## src/rtl/pils_pkg.sv

```systemverilog
// pils_pkg: encodings, field positions and constants for the custom
// post-increment / register-register load-store unit.
// assumes a 32-bit core with a 32-register file and a simple req/gnt/rvalid data port.
package pils_pkg;

  localparam int XLEN = 32;

  // opcodes
  localparam logic [6:0] OPC_LD_IMM = 7'h0b; // 000 1011
  localparam logic [6:0] OPC_MEM    = 7'h2b; // 010 1011

  // funct3 values
  localparam logic [2:0] F3_B   = 3'h0;
  localparam logic [2:0] F3_H   = 3'h1;
  localparam logic [2:0] F3_W   = 3'h2;
  localparam logic [2:0] F3_REG = 3'h3;
  localparam logic [2:0] F3_BU  = 3'h4;
  localparam logic [2:0] F3_HU  = 3'h5;

  // funct7 layout: bit 4 store, bit 2 no increment, bit 3 unsigned, bits 1:0 size
  localparam int F7_ST  = 4;
  localparam int F7_NOI = 2;
  localparam int F7_UNS = 3;
  localparam logic [6:0] F7_FIXED_MASK = 7'h60; // bits 6:5 must be zero

  // instruction field positions
  localparam int OPC_LO = 0;
  localparam int OPC_HI = 6;
  localparam int RD_LO  = 7;
  localparam int RD_HI  = 11;
  localparam int F3_LO  = 12;
  localparam int F3_HI  = 14;
  localparam int RS1_LO = 15;
  localparam int RS1_HI = 19;
  localparam int RS2_LO = 20;
  localparam int RS2_HI = 24;
  localparam int F7_LO  = 25;
  localparam int F7_HI  = 31;

  // access sizes
  localparam logic [1:0] SZ_B = 2'h0;
  localparam logic [1:0] SZ_H = 2'h1;
  localparam logic [1:0] SZ_W = 2'h2;

  localparam logic [4:0] REG_ZERO = 5'h00;

  typedef enum logic [1:0] {
    PILS_IDLE = 2'b00,
    PILS_REQ  = 2'b01,
    PILS_WAIT = 2'b10,
    PILS_WB   = 2'b11
  } pils_state_t;

endpackage

```

## src/rtl/pils_dec.sv

```systemverilog
// pils_dec: combinational decode of one instruction word.
// assumes the word is stable while valid; result is registered by the caller.
`timescale 1ns/1ns
module pils_dec
  import pils_pkg::*;
#(
  parameter bit CUSTOM_EXT_ENABLE = 1'b1
)
(
  input  wire logic [31:0] instr_i,
  output logic             hit_o,
  output logic             illegal_o,
  output logic             store_o,
  output logic             post_inc_o,
  output logic             reg_off_o,
  output logic             uns_o,
  output logic [1:0]       size_o,
  output logic [4:0]       off_reg_o,
  output logic [31:0]      imm_o
);

  logic [6:0] opc;
  logic [2:0] f3;
  logic [6:0] f7;
  logic       known;

  assign opc = instr_i[OPC_HI:OPC_LO];
  assign f3  = instr_i[F3_HI:F3_LO];
  assign f7  = instr_i[F7_HI:F7_LO];

  ////////////////////////////////////////////////////////////////////////
  // field decode of the three families
  always_comb
  begin
    known      = 1'b0;
    store_o    = 1'b0;
    post_inc_o = 1'b1;
    reg_off_o  = 1'b0;
    uns_o      = 1'b0;
    size_o     = SZ_W;
    off_reg_o  = instr_i[RS2_HI:RS2_LO];
    imm_o      = {{20{instr_i[F7_HI]}}, instr_i[F7_HI:RS2_LO]}; // RQ5 RQ11
    if (opc == OPC_LD_IMM)
    begin
      // RQ4
      known  = (f3 == F3_B) || (f3 == F3_BU) || (f3 == F3_H) || (f3 == F3_HU) || (f3 == F3_W);
      uns_o  = (f3 == F3_BU) || (f3 == F3_HU);
      size_o = (f3 == F3_W) ? SZ_W : ((f3 == F3_H) || (f3 == F3_HU)) ? SZ_H : SZ_B;
    end
    else if (opc == OPC_MEM && f3 == F3_REG)
    begin
      // RQ6 RQ7 RQ9 RQ10
      reg_off_o  = 1'b1;
      store_o    = f7[F7_ST];
      post_inc_o = !f7[F7_NOI];
      uns_o      = f7[F7_UNS];
      size_o     = f7[1:0];
      off_reg_o  = f7[F7_ST] ? instr_i[RD_HI:RD_LO] : instr_i[RS2_HI:RS2_LO];
      known      = ((f7 & F7_FIXED_MASK) == 7'h00) && (f7[1:0] != 2'h3)
                   && !(f7[F7_ST] && f7[F7_UNS]);
    end
    else if (opc == OPC_MEM && (f3 == F3_B || f3 == F3_H || f3 == F3_W))
    begin
      // RQ8 split immediate
      known   = 1'b1;
      store_o = 1'b1;
      size_o  = f3[1:0];
      imm_o   = {{20{instr_i[F7_HI]}}, instr_i[F7_HI:F7_LO], instr_i[RD_HI:RD_LO]};
    end
    hit_o     = known && CUSTOM_EXT_ENABLE; // RQ3
    illegal_o = known && !CUSTOM_EXT_ENABLE; // RQ12
  end

endmodule

```

## src/rtl/pils_top.sv

```systemverilog
// pils_top: executes the custom post-increment and register-register loads/stores.
// assumes the core holds instr_valid_i until instr_done_o or instr_illegal_o,
// supplies rs1/rs2/rs3 operand values, and the data port is req/gnt then rvalid.
//
// How it works
// [RQ1] post-increment uses the old base as address, then base plus offset written back
// [RQ2] load with rd equal to base writes loaded data, incremented address dropped
// [RQ3] custom encodings are accepted only when the extension parameter is one
// [RQ4] immediate post-increment loads: opcode 0001011, imm 31:20, funct3 selects size
// [RQ5] signed loads sign-extend, unsigned zero-extend; immediate offset sign-extended
// [RQ6] register-offset post-increment loads: opcode 0101011, funct3 011, rs2 offset
// [RQ7] register-register loads address base plus rs2, base left unchanged
// [RQ8] immediate post-increment stores: split 12-bit offset in 31:25 and 11:7
// [RQ9] register-offset post-increment stores: offset register from bits 11:7
// [RQ10] register-register stores write at base plus offset register, base unchanged
// [RQ11] immediates are sign-extended and operands treated as signed by default
// [RQ12] with the extension disabled these encodings raise an illegal instruction
`timescale 1ns/1ns
module pils_top
  import pils_pkg::*;
#(
  parameter bit CUSTOM_EXT_ENABLE = 1'b1
)
(
  input  wire logic              sys_clk_i,
  input  wire logic              rstn_i,
  input  wire logic              instr_valid_i,
  input  wire logic [31:0]       instr_i,
  input  wire logic [XLEN-1:0]   rs1_val_i,
  input  wire logic [XLEN-1:0]   rs2_val_i,
  input  wire logic [XLEN-1:0]   rs3_val_i,
  output logic                   instr_done_o,
  output logic                   instr_illegal_o,
  output logic                   rf_we_o,
  output logic [4:0]             rf_waddr_o,
  output logic [XLEN-1:0]        rf_wdata_o,
  output logic                   data_req_o,
  output logic                   data_we_o,
  output logic [3:0]             data_be_o,
  output logic [XLEN-1:0]        data_addr_o,
  output logic [XLEN-1:0]        data_wdata_o,
  input  wire logic              data_gnt_i,
  input  wire logic              data_rvalid_i,
  input  wire logic [XLEN-1:0]   data_rdata_i
);

  ////////////////////////////////////////////////////////////////////////
  // decode
  logic        dec_hit;
  logic        dec_ill;
  logic        dec_st;
  logic        dec_pi;
  logic        dec_ro;
  logic        dec_uns;
  logic [1:0]  dec_sz;
  logic [4:0]  dec_offr;
  logic [31:0] dec_imm;

  pils_dec #(
    .CUSTOM_EXT_ENABLE (CUSTOM_EXT_ENABLE)
  ) u_dec (
    .instr_i    (instr_i),
    .hit_o      (dec_hit),
    .illegal_o  (dec_ill),
    .store_o    (dec_st),
    .post_inc_o (dec_pi),
    .reg_off_o  (dec_ro),
    .uns_o      (dec_uns),
    .size_o     (dec_sz),
    .off_reg_o  (dec_offr),
    .imm_o      (dec_imm)
  );

  ////////////////////////////////////////////////////////////////////////
  // state
  pils_state_t         state_q,  state_d;
  logic                st_q,     st_d;
  logic                pi_q,     pi_d;
  logic                uns_q,    uns_d;
  logic [1:0]          sz_q,     sz_d;
  logic [4:0]          rd_q,     rd_d;
  logic [4:0]          base_q,   base_d;
  logic [XLEN-1:0]     newb_q,   newb_d;
  logic [XLEN-1:0]     ldat_q,   ldat_d;
  logic                done_q,   done_d;
  logic                ill_q,    ill_d;
  logic                we_q,     we_d;
  logic [4:0]          wa_q,     wa_d;
  logic [XLEN-1:0]     wd_q,     wd_d;
  logic                req_q,    req_d;
  logic                dwe_q,    dwe_d;
  logic [3:0]          be_q,     be_d;
  logic [XLEN-1:0]     addr_q,   addr_d;
  logic [XLEN-1:0]     wdat_q,   wdat_d;

  logic [XLEN-1:0] off_val;
  logic [XLEN-1:0] ext_val;
  logic [XLEN-1:0] shifted;
  logic [1:0]      lane;

  // offset from register (rs2 for loads, rs3 for stores) or sign-extended immediate
  assign off_val = dec_ro ? (dec_st ? rs3_val_i : rs2_val_i) : dec_imm; // RQ5 RQ9
  assign lane    = addr_q[1:0];
  assign shifted = data_rdata_i >> {lane, 3'h0};

  // load extension; signed unless the unsigned variant
  always_comb
  begin
    ext_val = shifted;
    if (sz_q == SZ_B)
      ext_val = uns_q ? {24'h000000, shifted[7:0]} : {{24{shifted[7]}}, shifted[7:0]}; // RQ5
    else if (sz_q == SZ_H)
      ext_val = uns_q ? {16'h0000, shifted[15:0]} : {{16{shifted[15]}}, shifted[15:0]}; // RQ5
  end

  ////////////////////////////////////////////////////////////////////////
  // next state; misaligned accesses are issued as-is, the memory side must cope
  always_comb
  begin
    state_d = state_q;
    st_d    = st_q;
    pi_d    = pi_q;
    uns_d   = uns_q;
    sz_d    = sz_q;
    rd_d    = rd_q;
    base_d  = base_q;
    newb_d  = newb_q;
    ldat_d  = ldat_q;
    done_d  = 1'b0;
    ill_d   = 1'b0;
    we_d    = 1'b0;
    wa_d    = wa_q;
    wd_d    = wd_q;
    req_d   = req_q;
    dwe_d   = dwe_q;
    be_d    = be_q;
    addr_d  = addr_q;
    wdat_d  = wdat_q;
    case (state_q)
      PILS_IDLE:
      begin
        if (instr_valid_i && !done_q && !ill_q)
        begin
          if (dec_ill)
            ill_d = 1'b1; // RQ12
          else if (dec_hit)
          begin
            st_d   = dec_st;
            pi_d   = dec_pi;
            uns_d  = dec_uns;
            sz_d   = dec_sz;
            rd_d   = instr_i[RD_HI:RD_LO];
            base_d = instr_i[RS1_HI:RS1_LO];
            newb_d = rs1_val_i + off_val; // RQ1
            addr_d = dec_pi ? rs1_val_i : (rs1_val_i + off_val); // RQ1 RQ7 RQ10
            dwe_d  = dec_st;
            be_d   = (dec_sz == SZ_W) ? 4'hf : (dec_sz == SZ_H) ? 4'h3 : 4'h1;
            wdat_d = rs2_val_i;
            req_d  = 1'b1;
            state_d = PILS_REQ;
          end
        end
      end
      PILS_REQ:
      begin
        // lanes were already shifted when the address was loaded
        if (data_gnt_i)
        begin
          req_d   = 1'b0;
          state_d = PILS_WAIT;
        end
      end
      PILS_WAIT:
      begin
        if (data_rvalid_i)
        begin
          ldat_d  = ext_val;
          state_d = PILS_WB;
          if (pi_q && base_q != REG_ZERO && !(!st_q && rd_q == base_q)) // RQ2
          begin
            we_d = 1'b1;
            wa_d = base_q;
            wd_d = newb_q; // RQ1
          end
        end
      end
      PILS_WB:
      begin
        // load data written last; the base write was already dropped when rd equals base
        state_d = PILS_IDLE;
        done_d  = 1'b1;
        if (!st_q && rd_q != REG_ZERO)
        begin
          we_d = 1'b1;
          wa_d = rd_q;
          wd_d = ldat_q; // RQ2
        end
      end
      default:
        state_d = PILS_IDLE;
    endcase
    if (state_q == PILS_IDLE && state_d == PILS_REQ)
    begin
      be_d   = be_d << addr_d[1:0];
      wdat_d = wdat_d << {addr_d[1:0], 3'h0};
    end
  end

  always_ff @(posedge sys_clk_i or negedge rstn_i)
  begin
    if (!rstn_i)
    begin
      state_q <= PILS_IDLE;
      st_q    <= 1'b0;
      pi_q    <= 1'b0;
      uns_q   <= 1'b0;
      sz_q    <= SZ_W;
      rd_q    <= REG_ZERO;
      base_q  <= REG_ZERO;
      newb_q  <= '0;
      ldat_q  <= '0;
      done_q  <= 1'b0;
      ill_q   <= 1'b0;
      we_q    <= 1'b0;
      wa_q    <= REG_ZERO;
      wd_q    <= '0;
      req_q   <= 1'b0;
      dwe_q   <= 1'b0;
      be_q    <= 4'h0;
      addr_q  <= '0;
      wdat_q  <= '0;
    end
    else
    begin
      state_q <= state_d;
      st_q    <= st_d;
      pi_q    <= pi_d;
      uns_q   <= uns_d;
      sz_q    <= sz_d;
      rd_q    <= rd_d;
      base_q  <= base_d;
      newb_q  <= newb_d;
      ldat_q  <= ldat_d;
      done_q  <= done_d;
      ill_q   <= ill_d;
      we_q    <= we_d;
      wa_q    <= wa_d;
      wd_q    <= wd_d;
      req_q   <= req_d;
      dwe_q   <= dwe_d;
      be_q    <= be_d;
      addr_q  <= addr_d;
      wdat_q  <= wdat_d;
    end
  end

  assign instr_done_o    = done_q;
  assign instr_illegal_o = ill_q;
  assign rf_we_o         = we_q;
  assign rf_waddr_o      = wa_q;
  assign rf_wdata_o      = wd_q;
  assign data_req_o      = req_q;
  assign data_we_o       = dwe_q;
  assign data_be_o       = be_q;
  assign data_addr_o     = addr_q;
  assign data_wdata_o    = wdat_q;

  ////////////////////////////////////////////////////////////////////////
  // checks
  base_wb_a: assert property (@(posedge sys_clk_i) disable iff (!rstn_i) // RQ1
    (state_q == PILS_IDLE && instr_valid_i && dec_hit && dec_pi && !done_q && !ill_q)
    |=> (data_addr_o == $past(rs1_val_i)) && (newb_q == $past(rs1_val_i) + $past(off_val)))
    else $error("post-increment address not the old base");

  same_reg_a: assert property (@(posedge sys_clk_i) disable iff (!rstn_i) // RQ2
    (rf_we_o && !st_q && pi_q && rd_q == base_q) |-> (rf_wdata_o == ldat_q) && instr_done_o)
    else $error("incremented base overwrote loaded data");

  ext_gate_a: assert property (@(posedge sys_clk_i) disable iff (!rstn_i) // RQ3
    (!CUSTOM_EXT_ENABLE) |-> !data_req_o && !rf_we_o)
    else $error("custom access with extension off");

  ill_raise_a: assert property (@(posedge sys_clk_i) disable iff (!rstn_i) // RQ12
    (state_q == PILS_IDLE && instr_valid_i && dec_ill && !done_q && !ill_q) |=> instr_illegal_o)
    else $error("disabled encoding not flagged illegal");

  rr_addr_a: assert property (@(posedge sys_clk_i) disable iff (!rstn_i) // RQ7 RQ10
    (state_q == PILS_IDLE && instr_valid_i && dec_hit && !dec_pi && !done_q && !ill_q)
    |=> data_req_o && (data_addr_o == $past(rs1_val_i) + $past(off_val)))
    else $error("register-register address wrong");

  no_base_wr_a: assert property (@(posedge sys_clk_i) disable iff (!rstn_i) // RQ7 RQ10
    (rf_we_o && !pi_q) |-> (!st_q && rf_waddr_o == rd_q))
    else $error("base written by non-increment access");

  sext_byte_a: assert property (@(posedge sys_clk_i) disable iff (!rstn_i) // RQ5 RQ11
    (state_q == PILS_WB && !st_q && sz_q == SZ_B && !uns_q) |-> (ldat_q[31:8] == {24{ldat_q[7]}}))
    else $error("signed byte not sign-extended");

  zext_half_a: assert property (@(posedge sys_clk_i) disable iff (!rstn_i) // RQ5
    (state_q == PILS_WB && !st_q && sz_q == SZ_H && uns_q) |-> (ldat_q[31:16] == 16'h0000))
    else $error("unsigned half not zero-extended");

  st_split_a: assert property (@(posedge sys_clk_i) disable iff (!rstn_i) // RQ8
    (state_q == PILS_IDLE && instr_valid_i && dec_hit && instr_i[OPC_HI:OPC_LO] == OPC_MEM
     && instr_i[F3_HI:F3_LO] != F3_REG && !done_q && !ill_q)
    |=> data_we_o ##0 (newb_q == $past(rs1_val_i) + {{20{$past(instr_i[F7_HI])}}, $past(instr_i[F7_HI:F7_LO]),
                                                     $past(instr_i[RD_HI:RD_LO])}))
    else $error("split store offset wrong");

  off_reg_a: assert property (@(posedge sys_clk_i) disable iff (!rstn_i) // RQ9
    (dec_hit && dec_st && dec_ro) |-> (dec_offr == instr_i[RD_HI:RD_LO]))
    else $error("store offset register not taken from the rd field");

endmodule

```

## config.mk

```make
export PLATFORM = sky130hd
export DESIGN_NAME = pils_top
export DESIGN_NICKNAME = d
export VERILOG_FILES = /design/src/rtl/pils_pkg.sv /design/src/rtl/pils_dec.sv /design/src/rtl/pils_top.sv
export SDC_FILE = /design/constraint.sdc
export NUM_CORES = 1
export LEC_CHECK = 0
export BUFFER_PORTS_ARGS = -buffer_cell sky130_fd_sc_hd__buf_2
export CORE_UTILIZATION = 41
export CTS_BUF_LIST = sky130_fd_sc_hd__clkbuf_8 sky130_fd_sc_hd__clkbuf_16
export DETAILED_ROUTE_END_ITERATION = 12
export HOLD_SLACK_MARGIN = 0.03
export PLACE_DENSITY_LB_ADDON = 0.3
export RECOVER_POWER = 100
export SKIP_CTS_REPAIR_TIMING = 1
export SLEW_MARGIN = 20
export SYNTH_ARGS = -nofsm -noshare
export SYNTH_HDL_FRONTEND = slang
export SYNTH_SLANG_ARGS = --single-unit
```

## constraint.sdc

```tcl
create_clock -name sys_clk_i -period 3.1 [get_ports sys_clk_i]
set_clock_uncertainty 0.05 [all_clocks]
set_input_delay 0 -clock sys_clk_i [delete_from_list [all_inputs] [get_ports sys_clk_i]]
set_output_delay 0 -clock sys_clk_i [all_outputs]
set_load 0.005 [all_outputs]
```

Word-level counts from Yosys, hierarchy flattened
Cells that the tools add are included.

storage, ports and cells
  register bits = 189
  input bits = 165
  logic and storage cells = 141

operators by class
  add/subtract/negate cells = 1
  eq/ne operators = 22
  shifts and indexed selects = 3
  muxes and demuxes = 61
  reduce and logical (&&, ||, !) cells = 36

operator list
  kind                                            number
  two-way mux 32 bit                              14
  one-hot mux 32 bit (2 select lines)             1
  adder 32 bit                                    1
  << shifter 32 x 5 -> 32 bit                     1
  right shift 32 x 5 -> 32 bit                    1
  two-way mux 5 bit                               6
  two-way mux 2 bit                               12
  two-way mux 4 bit                               5
  two-way mux 1 bit                               19
  inequality test 2 bit (second input constant)   7
  logical AND 1 bit                               11
  one-hot mux 5 bit (2 select lines)              1
  nonzero test 5 bit                              2
  == test 2 x 1 -> 1 bit (second input constant)  4
  logical OR 1 bit                                8
  one-hot mux 2 bit (4 select lines)              1
  AND reduction 4 bit                             2
  == test 7 x 4 -> 1 bit (second input constant)  1
  == test 7 x 6 -> 1 bit (second input constant)  1
  zero test 7 bit                                 1
  == test 2 bit (second input constant)           3
  == test 3 x 2 -> 1 bit (second input constant)  2
  == test 3 bit (second input constant)           2
  == test 5 bit                                   1
  other kinds (9)                                 16

Depth between registers and ports, before layout
Gate-level depths: netlist (run 1).

  depth after elaboration = 16
  mapped depth = 17
  depth with buffers taken out = 15

Hierarchy
A second synthesis (run 1) with hierarchy kept.

second synthesis, totals
  cells, all modules = 1332
  area, all modules = 11666.2 um^2

by module, submodules not included
  module    instances  cells each  area an instance (um^2)  seq. area each (um^2)
  pils_top  1          1264        11128.2                  4755.8
  pils_dec  1          68          538.0                    0.0

Least setup slack after synthesis (run 1)
OpenSTA, ideal clock, no wires.

  path kind = input port to flip-flop
  start point = in instr_i[29]
  end point = reg addr_q[28], in the netlist data_addr_o[28]
  setup time = 0.065 ns
  data arrival time = 3.676 ns
  required time = 2.985 ns
  path slack = -0.691 ns
  stages = 15
  cells stage by stage = clkbuf_1 clkbuf_1 buf_1 mux2i_1 a21oi_1 ha_1 clkbuf_1 a211oi_1 nor2_1 or4_1 nand4_1 nand2_1 a221oi_1 mux2_2 nand2_1

between the ends
  cells in the longest elaborated chain, start to end = 6
  elaborated cells on any way between the ends = 12
  classes of those cells = add/sub: 1; mux: 7; reduce/logical: 4

RTL lines
  element                                                           line                             RTL
  from (decl)                                                       pils_top.sv:28                   input wire logic [31:0] instr_i,
  two-way mux 1 bit / logical AND 1 bit (equally long branches)     pils_dec.sv:50, pils_dec.sv:60
  two-way mux 1 bit / zero test 1 bit (equally long branches)       pils_dec.sv:43, pils_dec.sv:60
  two-way mux 32 bit / logical AND 1 bit (equally long branches)    pils_top.sv:102, pils_dec.sv:60
  two-way mux 32 bit / two-way mux 1 bit (equally long branches)    pils_top.sv:102, pils_dec.sv:50
  adder 32 bit / two-way mux 1 bit (equally long branches)          pils_top.sv:155, pils_dec.sv:43
  two-way mux 32 bit / AND reduction 3 bit (equally long branches)  -
  to (signal assigned)                                              pils_top.sv:252                  addr_q <= addr_d;
  to (decl)                                                         pils_top.sv:93                   logic [XLEN-1:0] addr_q, addr_d;

Parallel ways exist; a longest one is shown, timed or not.
A chain may end at the register's enable or synchronous reset.

Worst setup path in the final report (run 1)
  start point = in instr_i[4]
  end point = reg addr_q[26], in the netlist data_addr_o[26]

between the ends
  cells in the longest elaborated chain, start to end = 9
  elaborated cells on any way between the ends = 21
  classes of those cells = add/sub: 1; eq/ne: 2; mux: 15; reduce/logical: 3

RTL lines
  element                          line                            RTL
  == test 7 x 6 -> 1 bit           pils_dec.sv:50, pils_dec.sv:62
  logical AND 1 bit                pils_dec.sv:62                  else if (opc == OPC_MEM && (f3 == F3_B || f3 == F3_H || f3 == F3_W))
  two-way mux 1 bit                pils_dec.sv:62
  two-way mux 1 bit                pils_dec.sv:50                  else if (opc == OPC_MEM && f3 == F3_REG)
  two-way mux 1 bit                pils_dec.sv:43                  if (opc == OPC_LD_IMM)
  two-way mux 32 bit (2 in a row)  pils_top.sv:102                 assign off_val = dec_ro ? (dec_st ? rs3_val_i : rs2_val_i) : dec_imm;
  adder 32 bit                     pils_top.sv:155                 addr_d = dec_pi ? rs1_val_i : (rs1_val_i + off_val);
  two-way mux 32 bit               pils_top.sv:155

Parallel ways exist; a longest one is shown, timed or not.

==> qor.yml, run 1 <==
postLayoutCoreUtil_pct: 58.7
grt_start_max_net_pins: 125
p_per_area_nw_per_um2: 538
syn_inst: 1334
synth-seq-area-share_pct: 41.4
nNetsFinal: 1984
post_drt_wl_per_cell_um: 19.3
cts_buffers: 17
start_kind: "input pin"
p_leak_uw: 0.00798
rows: 60
start_util_pct: 42.0
period_share_pct: 97.5
violations: "negative hold slack, max-capacitance violations, max-slew violations"
fin_cells: 2175
clock.fmax_mhz: 331
pwr-share-clk_pct: 26.5
core_area_um2: 27200
synth.distinct_cells: 66
detail-route-antenna-nets: 0
hpwl_um: 30900
cts_sinks: 189
p_comb_share_pct: 32.4
cts_max_level: 4
synth_nets: 1532
synth_common_cells: "nand2_1 (270), dfrtp_1 (188), mux2i_1 (110), nor2_1 (110), o21ai_0 (109)"
synth_edf_count: 0
crit_type: "in -> reg"
syn_area_per_cell_um2: 8.56
synth_top_area_share_pct: 41.2
ys_ff_latch: 189
whs_path_depth: 5
worstMarginPinSlew_ps: 2280
whs_ps: -7.92
drt_iter0_drc: 852
ys_warn_count: 0
timing.final.crit_period_ps: 3020
io_pins: 275
grt_use_total_pct: 28.4
synthArstFlopShare_pct: 100
drive_above_1_share_pct: 26.0
report.final.setup_viol: 0
seqPwrFrac_pct: 41.1
grt_pass1_vias: 10900
overflow: 0
r2r_start: "instr_done_o$_DFF_PN0_"
synth.largest_area_cell: "dfrtp_1"
cp-end-kind: "flop"
die_x_um: 169
cp_max_fo: 6
slew_violations: 83
switching_share_pct: 35.6
post-route-cell-area_um2: 15900
clock_latency_ps: 440
status: "finished with violations"
first_pass_iters: 5
yosys-top-cells-area: "dfrtp_1 (41%), mux2i_1 (9.6%), nand2_1 (8.9%)"
multi_input_area_um2: 6470
gp_congestion: 0.987
cts_buffer_depth: 2
ys.flop_type: "dfrtp_1"
synth_area_um2: 11400
fillers: 2499
remaining_drc_errors: 0
crit_required_ps: 3400
hold_violations: 1
hold_start: "data_rdata_i[7]"
grt_pass1_wl_um: 61800
numPlacedInstances: 2019
peakVddDrop_mv: 0.335
hold_class: "in -> reg"
critPathLaunch: "instr_i[4]"
area.growth.synth_to_final_pct: 39.6
switchingPower_uw: 3050
cts-root-buf: "clkbuf_16"
die_h_um: 169
relSlewSlack_pct: -52.2
seq_area_um2: 4730
rr_worst_depth: 9
cp.arrival_ps: 3320
die_area_um2: 28500
synth_most_common_cell: "nand2_1"
antenna_found_initial: 5
p_int_uw: 5530
cts_tree: "done"
postPlaceCellArea_um2: 14100
vias_per_cell: 5.43
clk_transition_reported_paths_ps: 80
vias: 11800
io_buffer_count: 273
wl_um: 42000
maxCapViolations: 1
-- metrics by stage --
step                TNS [ps]  setup WS [ps]  power, uW
floorplan              -47.4          -29.3       4940
global placement      -19210           -491       6150
detailed placement    -22700           -569       6210
CTS                     -630           -120       8490
global route           -83.1          -31.6       9090
finish                     0           78.7       8580
-- cells in the final DEF, fill, tap and decap left out, types with 5 or more instances in the layout --
cell type,synthesis,final
nand2b_1,6,5
a21o_1,19,19
inv_1,18,18
and3_1,15,15
a21boi_0,9,8
clkbuf_1,61,46
or3_1,9,8
nand3_1,20,19
mux2_2,16,16
xnor2_1,22,22
o21ai_1,1,8
nand4_1,8,8
dfrtp_1,188,188
xor2_1,12,11
a211oi_1,12,9
dlygate4sd3_1,0,112
nor2_1,110,109
o22a_1,8,8
inv_8,0,5
o21ai_0,109,99
o31ai_1,11,10
clkbuf_16,0,18
o32ai_1,8,8
a21oi_1,105,99
o211ai_1,10,10
nand2_1,270,266
ha_1,32,30
buf_4,2,123
buf_2,15,228
a31oi_1,15,14
buf_12,0,8
mux2i_1,110,110
nor3_1,26,24
o22ai_1,8,8
a21oi_2,0,6
-- power groups by stage --
stage | clock [uW] | combinational (uW) | sequential, uW
global route | 2410 | 3080 | 3600
CTS | 2320 | 2660 | 3510
floorplan | 0 | 1470 | 3470
detailed placement | 0 | 2650 | 3560
global placement | 0 | 2610 | 3540
finish | 2270 | 2780 | 3530
-- final timing paths --
path	slack, ps	to
max in group asynchronous	930	data_addr_o[10]$_DFFE_PN0P_
setup / recovery	80	data_addr_o[26]$_DFFE_PN0P_
hold reg to reg	430	newb_q[11]$_DFFE_PN0P_
hold / removal	-8	ldat_q[7]$_DFFE_PN0P_
setup reg to reg	250	data_wdata_o[22]$_DFF_PN0_
min in group asynchronous	720	rf_waddr_o[2]$_DFFE_PN0P_
-- layer usage --
| metal | vias up | global-route usage (%) | wire [um] |
|---|---|---|---|
| met5 | - | 0 | 10 |
| met4 | 2 | 10.8 | 1340 |
| met3 | 79 | 5.54 | 2850 |
| met2 | 489 | 44.3 | 19600 |
| met1 | 5639 | 38.8 | 18200 |
| li1 | 5610 | - | - |
-- state kept, by name (all words and copies together) (netlist names) --
| name | cells |
|---|---|
| ldat_q | 32 |
| uns_q | 1 |
| rd_q | 5 |
| data_addr_o | 32 |
| rf_we_o | 1 |
| rf_wdata_o | 32 |
| state_q | 2 |
| base_q | 5 |
| sz_q | 2 |
| data_wdata_o | 32 |
| data_be_o | 4 |
| rf_waddr_o | 5 |
| data_we_o | 1 |
| instr_done_o | 1 |
| data_req_o | 1 |
| newb_q | 32 |
| pi_q | 1 |
-- cell families after synthesis --
| logic type | count (synthesis) | synth area share, % |
|---|---|---|
| other | 1 | 0.0328 |
| AOI/OAI and AO/OA | 347 | 18.5 |
| muxes | 126 | 11.2 |
| xor gates and xnor gates | 34 | 2.61 |
| buffers and inverters | 110 | 3.87 |
| and+or+nand+nor | 494 | 18.7 |
| adders and majority gates | 33 | 3.68 |
| DFF | 189 | 41.4 |
-- cell type report --
type	count	share of cell area [%]
Antenna cell	4	0.0628
Clock buffer	17	2.67
Clock inverter	15	1.13
Inverter	20	0.487
Multi-Input combinational cell	1035	40.6
Sequential cell	189	29.7
Tap cell	372	2.92
Timing Repair Buffer	523	22.5
-- worst max-delay path, stage by stage --
cell	delay, ps
buf_2	90
or2_4	260
buf_4	150
or3_4	430
o21ai_2	150
ha_2	190
inv_1	50
fa_1	390
nand2b_4	160
a21oi_2	160
o31ai_2	90
buf_4	160
a211o_1	290
nand4_1	130
nand2_1	100
xor2_2	170
buf_4	150
o21ai_0	190
Power figures use the tool's default switching activity.
==> run 2, diff against run 1 <==
--- a/config.mk
+++ b/config.mk
@@ -6,7 +6,9 @@
 export NUM_CORES = 1
 export LEC_CHECK = 0
 export BUFFER_PORTS_ARGS = -buffer_cell sky130_fd_sc_hd__buf_2
-export CORE_UTILIZATION = 41
+export CELL_PAD_IN_SITES_DETAIL_PLACEMENT = 2
+export CELL_PAD_IN_SITES_GLOBAL_PLACEMENT = 2
+export CORE_UTILIZATION = 32
 export CTS_BUF_LIST = sky130_fd_sc_hd__clkbuf_8 sky130_fd_sc_hd__clkbuf_16
 export DETAILED_ROUTE_END_ITERATION = 12
 export HOLD_SLACK_MARGIN = 0.03
==> run 2 against run 1 <==
  * First-iteration DRC count is 7.2% lower
  * Final area increased by 2.5%
  * Worst setup slack lost 420 ps
  * Combinational power grew 14%
  * Cell count is 5.1% higher
  * Core utilization fell by 12 points
  * Register-to-register slack got worse by 100 ps
  * The run ends with max-capacitance violations, max-slew violations, negative setup slack left
==> qor.yml, run 2 (same netlist as run 1, synthesis figures left out) <==
status: "finished with violations"
violations: "max-capacitance violations, max-slew violations, negative setup slack"
first_pass_iters: 5
postPlaceCellArea_um2: 14400
clk_transition_reported_paths_ps: 90
hold_violations: 0
p_per_area_nw_per_um2: 560
cp_max_fo: 4
grt_start_max_net_pins: 81
period_share_pct: 111
path_cells: "dlygate4sd3_1 > buf_2 > mux2i_1 > nor2_1 > a21oi_1 > o21ai_1 > inv_1 > fa_1 > nand2b_4 > a21oi_2 > o31ai_1 > a211o_1 > nand4_1 > and3b_1 > o21ai_0 > nand3_1"
io_buffer_count: 273
cp_top_family: "compound AO/OA/AOI/OAI gates"
setup_ws_ps: -343
rows: 68
whs_path_depth: 5
area.growth.synth_to_final_pct: 43.1
vias: 13000
gp_congestion: 0.915
drive_above_1_share_pct: 27.8
switching_share_pct: 38.3
rsz0062_at_grt: "true"
cts_sinks: 189
layout_common_cells: "nand2_1 (266), buf_2 (238), dfrtp_1 (188)"
clock_latency_ps: 480
hpwl_um: 39100
grt_pass1_vias: 12600
drt_iter0_drc: 791
core_area_um2: 34800
crit_required_ps: 3410
cts_buffer_depth: 2
p_leak_uw: 0.00815
slew_violations: 69
grt_use_total_pct: 27.9
worstHoldEndpoint: "ldat_q[11]$_DFFE_PN0P_"
switchingPower_uw: 3510
die_area_um2: 36500
detail-route-antenna-nets: 0
cts_tree: "done"
cts_buffers: 17
relSlewSlack_pct: -21.0
peakVddDrop_mv: 0.454
die_h_um: 191
nNetsFinal: 2012
maxCapViolations: 1
crit_type: "in -> reg"
slowest_delay_ps: 590
numPlacedInstances: 2131
io_pins: 275
timing.rr.end: "data_wdata_o[29]$_DFF_PN0_"
slowest_stage: "o31ai_1"
clock.fmax_mhz: 290
post-place-ws_ps: -536
cp-end-kind: "flop"
vias_per_cell: 5.68
hold_class: "in -> reg"
post-route-cell-area_um2: 16300
die_x_um: 191
remaining_drc_errors: 0
rr_worst_depth: 9
cp.arrival_ps: 3750
layout_commonest_cell: "nand2_1"
r2r_start: "instr_done_o$_DFF_PN0_"
timing.final.crit_period_ps: 3440
rrSetupSlack_ps: 150
p_comb_share_pct: 34.5
cts-root-buf: "clkbuf_16"
seqPwrFrac_pct: 39.5
antenna_found_initial: 5
grt_pass1_wl_um: 76300
power.total_uw: 9160
worstMarginPinSlew_ps: 1820
start_kind: "input pin"
overflow: 0
p_int_uw: 5650
post_drt_wl_per_cell_um: 27.3
hold_start: "data_rdata_i[11]"
pwr-share-clk_pct: 26.0
postLayoutCoreUtil_pct: 47.0
cts_max_level: 4
start_util_pct: 32.8
path_buf_inv: 3
fin_cells: 2286
wl_um: 62400
report.final.setup_viol: 34
==> run 2: cell types whose count changed in the layout (fill, tap and decap cells not counted), sizes merged <==
cell,previous run,this run
clkinv,5,4
bufinv,0,1
dlygate4sd3,112,115
buf,361,399
clkbuf,67,54
==> run 2: how the worst max path moves through the flow <==
stage	start	end	slack, ps	depth (start not counted)
2_1_floorplan	instr_i[2]	data_addr_o[28]$_DFFE_PN0P_	-30	15
3_3_place_gp	instr_i[2]	data_addr_o[29]$_DFFE_PN0P_	-450	15
3_5_place_dp	instr_i[2]	data_addr_o[29]$_DFFE_PN0P_	-540	15
4_1_cts	instr_i[2]	data_addr_o[29]$_DFFE_PN0P_	-120	15
5_1_grt	instr_i[14]	data_addr_o[29]$_DFFE_PN0P_	-380	14
6_report	rs2_val_i[1]	newb_q[30]$_DFFE_PN0P_	-340	16
==> run 2: tightest hold or removal path: cells and delay by family <==
kind            cells  cell delay (ps)
buf+inv             1              110
compound gates      2              160
simple gates        1              110
mux                 1              120
==> run 2: stage by stage <==
step | hold slack (ps) | setup TNS [ps]
2_1_floorplan | -346 | -47.4
3_3_place_gp | -2.02 | -10040
3_5_place_dp | -0.587 | -13770
4_1_cts | -511 | -345
5_1_grt | 24.5 | -7390
6_report | 27.7 | -4470
==> run 2: cell type report <==
class	count	area (um2)
well taps	455	569
flip-flops and latches	189	4730
inverters	20	77.6
clock buffers	17	425
diodes	4	10.0
multi-input cells	1035	6520
fillers	3775	18500
repair buffers	551	3840
clock inverters	15	171
==> run 2: per-layer routing <==
layer  wire, um  global-route usage (%)
met3       2770                    4.41
met2      31300                    47.6
met4       3000                    7.97
met1      25300                    36.1
met5         31                       0
==> run 2: power groups by stage <==
stage	Sequential (uW)	Clock, uW	Combinational (uW)
after floorplan	3470	0	1470
after global placement	3580	0	2700
after detailed placement	3610	0	2830
after CTS	3570	2370	2870
after global routing	3680	2490	3420
final	3620	2380	3160
